[src/rtl/ssr_pkg.sv]
// constants, register map and carrier types of the synchronous serial receiver
// Summary of operation
// - master receiver never drives the serial data pin
// - reception starts only when single or continuous receive enable is set
// - single receive: master makes exactly one character's worth of clock cycles
// - single receive enable clears itself after one complete character
// - continuous receive: master clocks without pause until the enable clears or an overrun sets
// - continuous enable cleared mid character stops clock, drops partial character
// - both enables set: single clears after first character, continuous goes on
// - data pin sampled at trailing clock edge into the receive shift register
// - complete character sets receive flag and moves into the two-entry fifo
// - receive data register shows low eight bits of oldest unread character
// - receive flag stays set while the fifo holds any unread character
// - slave takes clock from far end and never drives the clock pin
// - sender changes data on leading edge; one bit per clock cycle
// - third character with full fifo sets overrun, fifo left untouched
// - while overrun pends no character is accepted; stored ones stay readable
// - single-mode overrun cleared by data read; continuous by clearing continuous enable
// - clearing serial port enable resets the unit and the overrun
// - nine-bit mode shifts nine bits; ninth bit of oldest character is status
// - interrupt request when receive flag and all its enables are set
package ssr_pkg;
    localparam logic [3:0] SSR_ADDR_CTRL = 4'h0;
    localparam logic [3:0] SSR_ADDR_STATUS = 4'h4;
    localparam logic [3:0] SSR_ADDR_DATA = 4'h8;
    localparam logic [3:0] SSR_ADDR_BAUD = 4'hc;
    localparam int SSR_CTRL_W = 10;
    localparam logic [SSR_CTRL_W-1:0] SSR_CTRL_RST = 10'h000;
    localparam logic [7:0] SSR_BAUD_RST = 8'h00;
    localparam logic [1:0] SSR_RESP_OKAY = 2'h0;
    localparam logic [1:0] SSR_RESP_SLVERR = 2'h2;
    localparam logic [3:0] SSR_BITS_8 = 4'h8;
    localparam logic [3:0] SSR_BITS_9 = 4'h9;
    localparam logic [1:0] SSR_FIFO_DEPTH = 2'h2;
    localparam logic [1:0] SSR_LOW_SPEED_SHIFT = 2'h2;
    localparam int SSR_STATUS_COUNT_LSB = 3;

    // control register; first member is the top bit, serial_port_enable is bit 0
    typedef struct packed {
        logic global_interrupt_enable;
        logic peripheral_interrupt_enable;
        logic receive_interrupt_enable;
        logic address_detect_enable;
        logic high_baud_select;
        logic nine_bit_receive_enable;
        logic continuous_receive_enable;
        logic single_receive_enable;
        logic master_clock_select;
        logic serial_port_enable;
    } ssr_ctrl_s;

    typedef struct packed {
        logic [1:0] count;
        logic ninth_received_bit;
        logic overrun_error_flag;
        logic receive_flag;
    } ssr_status_s;
endpackage

[src/rtl/ssr_top.sv]
// synchronous serial receiver with axi4-lite register slave
//
// The implementer's own choices: the register offsets and the AXI4-Lite register port.
`timescale 1ns/1ps
module ssr_top import ssr_pkg::*; (
    input wire logic clk,
    input wire logic rst,
    input wire logic [3:0] s_axi_awaddr,
    input wire logic s_axi_awvalid,
    output logic s_axi_awready,
    input wire logic [31:0] s_axi_wdata,
    input wire logic [3:0] s_axi_wstrb,
    input wire logic s_axi_wvalid,
    output logic s_axi_wready,
    output logic [1:0] s_axi_bresp,
    output logic s_axi_bvalid,
    input wire logic s_axi_bready,
    input wire logic [3:0] s_axi_araddr,
    input wire logic s_axi_arvalid,
    output logic s_axi_arready,
    output logic [31:0] s_axi_rdata,
    output logic [1:0] s_axi_rresp,
    output logic s_axi_rvalid,
    input wire logic s_axi_rready,
    input wire logic serial_clock_pin_i,
    output logic serial_clock_pin_o,
    output logic serial_clock_pin_oe,
    input wire logic serial_data_pin_i,
    output logic serial_data_pin_o,
    output logic serial_data_pin_oe,
    output logic irq
);
    ssr_ctrl_s ctrl_q;
    logic [7:0] baud_q;
    logic [9:0] div_cnt_q;
    logic [3:0] bit_cnt_q;
    logic [8:0] shift_q;
    logic [8:0] fifo_q [2];
    logic rd_ptr_q;
    logic [1:0] count_q;
    logic overrun_q;
    logic overrun_single_q;
    logic [1:0] sclk_sync_q;
    logic [1:0] sdat_sync_q;
    logic sclk_prev_q;
    logic aw_have_q;
    logic w_have_q;
    logic [3:0] aw_addr_q;
    logic [31:0] w_data_q;
    logic [3:0] w_strb_q;

    function automatic logic addr_known(input logic [3:0] a);
        return a == SSR_ADDR_CTRL || a == SSR_ADDR_STATUS || a == SSR_ADDR_DATA || a == SSR_ADDR_BAUD;
    endfunction

    wire logic en = ctrl_q.serial_port_enable;
    wire logic master = ctrl_q.master_clock_select;
    wire logic nine = ctrl_q.nine_bit_receive_enable;
    // overrun blocks reception but leaves the fifo readable
    wire logic rx_on = en && (ctrl_q.single_receive_enable || ctrl_q.continuous_receive_enable) && !overrun_q;
    wire logic [3:0] char_bits = nine ? SSR_BITS_9 : SSR_BITS_8;
    wire logic [9:0] div_lim = ctrl_q.high_baud_select ? {2'h0, baud_q}
        : ({2'h0, baud_q} << SSR_LOW_SPEED_SHIFT) | 10'h003;
    wire logic tick = (div_cnt_q == div_lim);
    wire logic m_fall = master && rx_on && tick && serial_clock_pin_o;
    wire logic s_fall = !master && rx_on && sclk_prev_q && !sclk_sync_q[1];
    wire logic sample = m_fall || s_fall;
    wire logic [8:0] shift_d = {sdat_sync_q[1], shift_q[8:1]};
    wire logic done = sample && (bit_cnt_q + 4'h1 == char_bits);
    wire logic [8:0] char_d = nine ? shift_d : {1'b0, shift_d[8:1]};
    wire logic full = (count_q == SSR_FIFO_DEPTH);
    wire logic push = done && !full;
    wire logic rd_hs = s_axi_arvalid && s_axi_arready;
    wire logic pop = rd_hs && s_axi_araddr == SSR_ADDR_DATA && count_q != 2'h0;
    wire logic wr_go = aw_have_q && w_have_q && !s_axi_bvalid;
    wire logic [8:0] head = fifo_q[rd_ptr_q];
    ssr_status_s status;
    assign status = '{count: count_q, ninth_received_bit: head[8],
        overrun_error_flag: overrun_q, receive_flag: count_q != 2'h0};

    // pins from other domain pass two flops
    always_ff @(posedge clk or posedge rst) begin
        if (rst) begin
            sclk_sync_q <= 2'h0;
            sdat_sync_q <= 2'h0;
            sclk_prev_q <= 1'b0;
        end else begin
            sclk_sync_q <= {sclk_sync_q[0], serial_clock_pin_i};
            sdat_sync_q <= {sdat_sync_q[0], serial_data_pin_i};
            sclk_prev_q <= sclk_sync_q[1];
        end
    end

    // control register: hardware clear of single enable loses to a software write
    always_ff @(posedge clk or posedge rst) begin
        if (rst) begin
            ctrl_q <= SSR_CTRL_RST;
            baud_q <= SSR_BAUD_RST;
        end else begin
            if (done)
                ctrl_q.single_receive_enable <= 1'b0;
            if (wr_go && aw_addr_q == SSR_ADDR_CTRL) begin
                if (w_strb_q[0])
                    ctrl_q[7:0] <= w_data_q[7:0];
                if (w_strb_q[1])
                    ctrl_q[SSR_CTRL_W-1:8] <= w_data_q[SSR_CTRL_W-1:8];
            end
            if (wr_go && aw_addr_q == SSR_ADDR_BAUD && w_strb_q[0])
                baud_q <= w_data_q[7:0];
        end
    end

    // master clock generator; idle low, rise is the leading edge
    always_ff @(posedge clk or posedge rst) begin
        if (rst) begin
            div_cnt_q <= 10'h000;
            serial_clock_pin_o <= 1'b0;
            serial_clock_pin_oe <= 1'b0;
        end else begin
            serial_clock_pin_oe <= en && master;
            if (!(master && rx_on)) begin
                div_cnt_q <= 10'h000;
                serial_clock_pin_o <= 1'b0;
            end else if (tick) begin
                div_cnt_q <= 10'h000;
                if (serial_clock_pin_o)
                    serial_clock_pin_o <= 1'b0;
                else if (!(done || (bit_cnt_q == 4'h0 && !ctrl_q.continuous_receive_enable
                        && !ctrl_q.single_receive_enable)))
                    serial_clock_pin_o <= 1'b1;
            end else begin
                div_cnt_q <= div_cnt_q + 10'h001;
            end
        end
    end

    // data pin is input only in every receive mode
    always_ff @(posedge clk or posedge rst) begin
        if (rst) begin
            serial_data_pin_o <= 1'b0;
            serial_data_pin_oe <= 1'b0;
        end else begin
            serial_data_pin_o <= 1'b0;
            serial_data_pin_oe <= 1'b0;
        end
    end

    // shift register and bit counter; a stopped receiver drops its partial character
    always_ff @(posedge clk or posedge rst) begin
        if (rst) begin
            shift_q <= 9'h000;
            bit_cnt_q <= 4'h0;
        end else if (!rx_on) begin
            shift_q <= 9'h000;
            bit_cnt_q <= 4'h0;
        end else if (sample) begin
            shift_q <= shift_d;
            bit_cnt_q <= done ? 4'h0 : bit_cnt_q + 4'h1;
        end
    end

    // two-entry receive fifo
    always_ff @(posedge clk or posedge rst) begin
        if (rst) begin
            fifo_q[0] <= 9'h000;
            fifo_q[1] <= 9'h000;
            rd_ptr_q <= 1'b0;
            count_q <= 2'h0;
        end else if (!en) begin
            rd_ptr_q <= 1'b0;
            count_q <= 2'h0;
        end else begin
            if (push)
                fifo_q[rd_ptr_q ^ count_q[0]] <= char_d;
            if (pop)
                rd_ptr_q <= !rd_ptr_q;
            count_q <= count_q + {1'b0, push} - {1'b0, pop};
        end
    end

    // overrun: port disable clear comes first, then set, then the data read or continuous enable clear
    always_ff @(posedge clk or posedge rst) begin
        if (rst) begin
            overrun_q <= 1'b0;
            overrun_single_q <= 1'b0;
        end else if (!en) begin
            overrun_q <= 1'b0;
        end else if (done && full) begin
            overrun_q <= 1'b1;
            overrun_single_q <= !ctrl_q.continuous_receive_enable;
        end else if (overrun_q) begin
            if (overrun_single_q ? (rd_hs && s_axi_araddr == SSR_ADDR_DATA)
                    : !ctrl_q.continuous_receive_enable)
                overrun_q <= 1'b0;
        end
    end

    always_ff @(posedge clk or posedge rst) begin
        if (rst)
            irq <= 1'b0;
        else
            irq <= status.receive_flag && ctrl_q.receive_interrupt_enable
                && ctrl_q.peripheral_interrupt_enable && ctrl_q.global_interrupt_enable;
    end

    // axi write channel: address and data taken in either order
    always_ff @(posedge clk or posedge rst) begin
        if (rst) begin
            aw_have_q <= 1'b0;
            w_have_q <= 1'b0;
            aw_addr_q <= 4'h0;
            w_data_q <= 32'h0;
            w_strb_q <= 4'h0;
            s_axi_awready <= 1'b0;
            s_axi_wready <= 1'b0;
            s_axi_bvalid <= 1'b0;
            s_axi_bresp <= SSR_RESP_OKAY;
        end else begin
            s_axi_awready <= !aw_have_q && !(s_axi_awvalid && s_axi_awready) && !s_axi_bvalid;
            s_axi_wready <= !w_have_q && !(s_axi_wvalid && s_axi_wready) && !s_axi_bvalid;
            if (s_axi_awvalid && s_axi_awready) begin
                aw_have_q <= 1'b1;
                aw_addr_q <= s_axi_awaddr;
            end
            if (s_axi_wvalid && s_axi_wready) begin
                w_have_q <= 1'b1;
                w_data_q <= s_axi_wdata;
                w_strb_q <= s_axi_wstrb;
            end
            if (wr_go) begin
                aw_have_q <= 1'b0;
                w_have_q <= 1'b0;
                s_axi_bvalid <= 1'b1;
                s_axi_bresp <= addr_known(aw_addr_q) ? SSR_RESP_OKAY : SSR_RESP_SLVERR;
            end else if (s_axi_bvalid && s_axi_bready) begin
                s_axi_bvalid <= 1'b0;
            end
        end
    end

    // axi read channel; a data read pops the fifo
    always_ff @(posedge clk or posedge rst) begin
        if (rst) begin
            s_axi_arready <= 1'b0;
            s_axi_rvalid <= 1'b0;
            s_axi_rdata <= 32'h0;
            s_axi_rresp <= SSR_RESP_OKAY;
        end else begin
            s_axi_arready <= !s_axi_rvalid && !rd_hs;
            if (rd_hs) begin
                s_axi_rvalid <= 1'b1;
                s_axi_rresp <= addr_known(s_axi_araddr) ? SSR_RESP_OKAY : SSR_RESP_SLVERR;
                unique case (s_axi_araddr)
                    SSR_ADDR_CTRL: s_axi_rdata <= {22'h0, ctrl_q};
                    SSR_ADDR_STATUS: s_axi_rdata <= {27'h0, status};
                    SSR_ADDR_DATA: s_axi_rdata <= {24'h0, head[7:0]};
                    SSR_ADDR_BAUD: s_axi_rdata <= {24'h0, baud_q};
                    default: s_axi_rdata <= 32'h0;
                endcase
            end else if (s_axi_rvalid && s_axi_rready) begin
                s_axi_rvalid <= 1'b0;
            end
        end
    end
endmodule // ssr_top

[config.mk]
export PLATFORM = sky130hd
export DESIGN_NAME = ssr_top
export DESIGN_NICKNAME = d
export VERILOG_FILES = /design/src/rtl/ssr_pkg.sv /design/src/rtl/ssr_top.sv
export SDC_FILE = /design/constraint.sdc
export NUM_CORES = 1
export LEC_CHECK = 0
export ABC_AREA = 1
export BUFFER_PORTS_ARGS = -buffer_cell sky130_fd_sc_hd__buf_2
export CORE_UTILIZATION = 56
export CTS_CLUSTER_SIZE = 16
export DETAILED_ROUTE_END_ITERATION = 6
export PLACE_DENSITY = 0.81
export SYNTH_ARGS = -nofsm -noshare
export SYNTH_HDL_FRONTEND = slang
export SYNTH_SLANG_ARGS = --single-unit
[constraint.sdc]
create_clock -name clk -period 3.4 [get_ports clk]
set_clock_uncertainty 0.15 [all_clocks]
set_input_delay 0.17 -clock clk [delete_from_list [all_inputs] [get_ports clk]]
set_output_delay 0.17 -clock clk [all_outputs]
set_load 0.01 [all_outputs]
==> results.sh <==
export IMPL_cpMostUsedCell="nand2_1"
export IMPL_cts_num_sinks=106
export IMPL_worst_ep_arrival_time_ps=2880
export IMPL_seqPwrFrac_pct=50.0
export IMPL_cp_max_fo=13
export IMPL_ys_types=39
export IMPL_timing_rr_start="ctrl_q[5]$_DFFE_PP0P_"
export IMPL_wire_per_inst_um=13.78
export IMPL_drt_total_wl_um=11100
export IMPL_comb_power_share_pct=25.8
export IMPL_reg2reg_slack_ps=630
export IMPL_max_slew_margin_rel_pct=54.74
export IMPL_num_io_pins=99
export IMPL_fin_crit_sh_pct=81.36
export IMPL_coreArea_um2=8848
export IMPL_holdWs_ps=12.83
export IMPL_vias=4264
export IMPL_max_cap_viol_count=0
export IMPL_worst_slack_ps=633.6
export IMPL_reg2regPathDepth=14
export IMPL_ys_flop_type="dfrtp_1"
export IMPL_fin_setup_tns_ps=0
export IMPL_cts_clk_slew_worst_paths_ps=100
export IMPL_final_cell_mix="222 x nand2_1, 106 x dfrtp_1, 55 x inv_1, 48 x buf_2, 39 x o21ai_0"
export IMPL_drt_pre_antenna_iters=7
export IMPL_hold_violations=0
export IMPL_setup_viol_count_final=0
export IMPL_synth_area_per_cell_um2=8.430
export IMPL_violations="design-rule violations"
export IMPL_clockBufferDepth=2
export IMPL_endpoint_kind="register"
export IMPL_post_place_ws_ps=730.9
export IMPL_areaGrowthSynthToFinish_pct=13.93
export IMPL_synth_seq_cells=106
export IMPL_cp_cell_sequence="inv_2 > nand2_1 > nand3_1 > nand2_1 > nand2_1 > nor2_4 > nand4_4 > a21oi_4 > nand2_1 > ha_1 > inv_1 > ha_1 > xor2_1 > nor2_1"
export IMPL_peakVddDrop_v=0.0004271
export IMPL_required_ps=3510
export IMPL_worst_hold_startpoint="s_axi_wvalid"
export IMPL_grt_pass1_vias=4067
export IMPL_rsz0062_at_grt="false"
export IMPL_synth_area_um2=5201
export IMPL_die_area_um2=9678
export IMPL_async_flop_share_pct=100.0
export IMPL_max_freq_mhz=361.5
export IMPL_dp_hpwl_um=7420
export IMPL_r2r_end="count_q[1]$_DFF_PP0_"
export IMPL_diodes=0
export IMPL_numPortBuffers=48
export IMPL_drt_iter0_markers=261
export IMPL_grt_pass1_wl_um=18900
export IMPL_vias_per_cell=5.297
export IMPL_intPower_mw=2.177
export IMPL_ys_warn_count=0
export IMPL_dieWidth_um=98.38
export IMPL_fillCellCount=718
export IMPL_start_util_pct=58.78
export IMPL_leakage_nw=3.068
export IMPL_cpPeakStageDelay_ps=650
export IMPL_seq_area_frac_synth_pct=51.00
export IMPL_grt_start_max_net_pins=59
export IMPL_startpoint_type="register"
export IMPL_power_density_nw_per_um2=572.7
export IMPL_final_common_cell="nand2_1"
export IMPL_antenna_found_initial=0
export IMPL_drc_errors=12
export IMPL_clkPwrFrac_pct=24.2
export IMPL_switchingPower_mw=1.216
export IMPL_crit_path_top_delay_cell="dfrtp_1"
export IMPL_drive_above_1_share_pct=13.20
export IMPL_worstMarginPinSlew_ps=673.6
export IMPL_num_rows=34
export IMPL_cts_tree="done"
export IMPL_whs_endpoint="w_strb_q[1]$_DFFE_PP0P_"
export IMPL_grt_overflow=0
export IMPL_syn_inst=617
export IMPL_clk_insertion_delay_late_ps=380
export IMPL_status="complete, but fails checks"
export IMPL_hp_class="in2reg"
export IMPL_path_class="reg2reg"
export IMPL_ant_nets=0
export IMPL_swShare_pct=35.84
export IMPL_ctsResizeCount=0
export IMPL_cts_inserted_buffers=9
export IMPL_track_usage_pct=24.68
export IMPL_hold_depth=4
export IMPL_gp_congestion=0.8657
export IMPL_final_area_um2=5926
export IMPL_dpl_cell_area_um2=5416
export IMPL_cts_root_buf="clkbuf_8"
export IMPL_die_height_um=98.38
export IMPL_synth_edff_count=0
export IMPL_cts_max_level=3
export IMPL_fin_crit_ps=2766
export IMPL_nets=750
export IMPL_slew_violations=0
metal layers:
metal  global-route usage [%]  routed length, um  up-vias
met5                        0                  0        -
met4                    9.644                252        0
met3                    3.078                602       23
met2                    39.49               5147      173
met1                    34.63               5093     1988
li1                         -                  -     2080
worst max path at each step:
stage | from | end | cells past startpoint
global route | ctrl_q[5]$_DFFE_PP0P_ | count_q[1]$_DFF_PP0_ | 14
detailed placement | ctrl_q[5]$_DFFE_PP0P_ | count_q[1]$_DFF_PP0_ | 14
CTS | ctrl_q[5]$_DFFE_PP0P_ | count_q[1]$_DFF_PP0_ | 14
floorplan | rst | aw_addr_q[0]$_DFFE_PP0P_ | 1
global placement | ctrl_q[5]$_DFFE_PP0P_ | count_q[1]$_DFF_PP0_ | 16
finish | ctrl_q[5]$_DFFE_PP0P_ | count_q[1]$_DFF_PP0_ | 14
logic make-up after synthesis:
group,synth area share [%]
XOR/XNOR,1.347
other,0.07210
adder cells (fa/ha/maj),1.203
AO/OA/AOI/OAI,8.010
flip-flops,51.00
multiplexers,1.516
buffers and inverters,10.15
AND/OR/NAND/NOR,26.70
stage by stage:
step	power, mW	utilization, %	instances
floorplan	2.273	-	642
detailed placement	2.483	61.21	759
global route	3.605	66.97	805
finish	3.394	66.97	805
CTS	3.377	66.97	805
global placement	2.439	61.21	759
cell usage after synthesis (5+ instances only):
master      n  area (um2)
nor2_1     22       82.58
nand3_1    21       105.1
a21oi_1    12       60.06
ha_1        5       62.56
buf_2       5       25.02
dfrtp_1   106        2653
o21ai_0    39       195.2
nand2_1   222       833.3
buf_6       5       56.30
buf_4      26       195.2
nand4_1    20       125.1
mux2_2      7       78.83
clkbuf_1    8       30.03
nor3_1     11       55.05
inv_1      56       210.2
worst max-delay path, delay by kind of cell (launching register included):
kind | cells | cell delay, ps
and+or+nand+nor | 8 | 820
DFF | 1 | 650
adders and majority gates | 2 | 470
buffers and inverters | 2 | 220
xor gates and xnor gates | 1 | 170
AOI/OAI and AO/OA | 1 | 160
sequential cells by signal, indices dropped and copies added, names as in the netlist, 2 cells and up:
register,cells
aw_addr_q,4
baud_q,8
bit_cnt_q,4
count_q,2
ctrl_q,7
div_cnt_q,10
fifo_q,18
s_axi_rdata,10
sclk_sync_q,2
sdat_sync_q,2
shift_q,8
w_data_q,10
w_strb_q,2
power by group through the flow:
stage	logic [mW]	registers [mW]	clock network (mW)
6_report	0.876	1.70	0.822
5_1_grt	0.993	1.73	0.887
4_1_cts	0.861	1.69	0.829
3_5_place_dp	0.772	1.71	0
3_3_place_gp	0.741	1.70	0
2_1_floorplan	0.616	1.66	0
final cells by class:
type | count | area [um2] | area share [%]
Tap cell | 108 | 135.1 | 2.280
Multi-Input combinational cell | 433 | 2115 | 35.68
Clock inverter | 7 | 85.08 | 1.436
Clock buffer | 9 | 123.9 | 2.090
Inverter | 59 | 224.0 | 3.780
Timing Repair Buffer | 83 | 590.6 | 9.966
Sequential cell | 106 | 2653 | 44.76
what timing repair did:
action / CTS / global route
hold endpoints to repair: 69 / 0
hold buffers: 30 / 0
setup buffers: 0 / 0
Note: power is estimated with default switching activity, not from simulation.
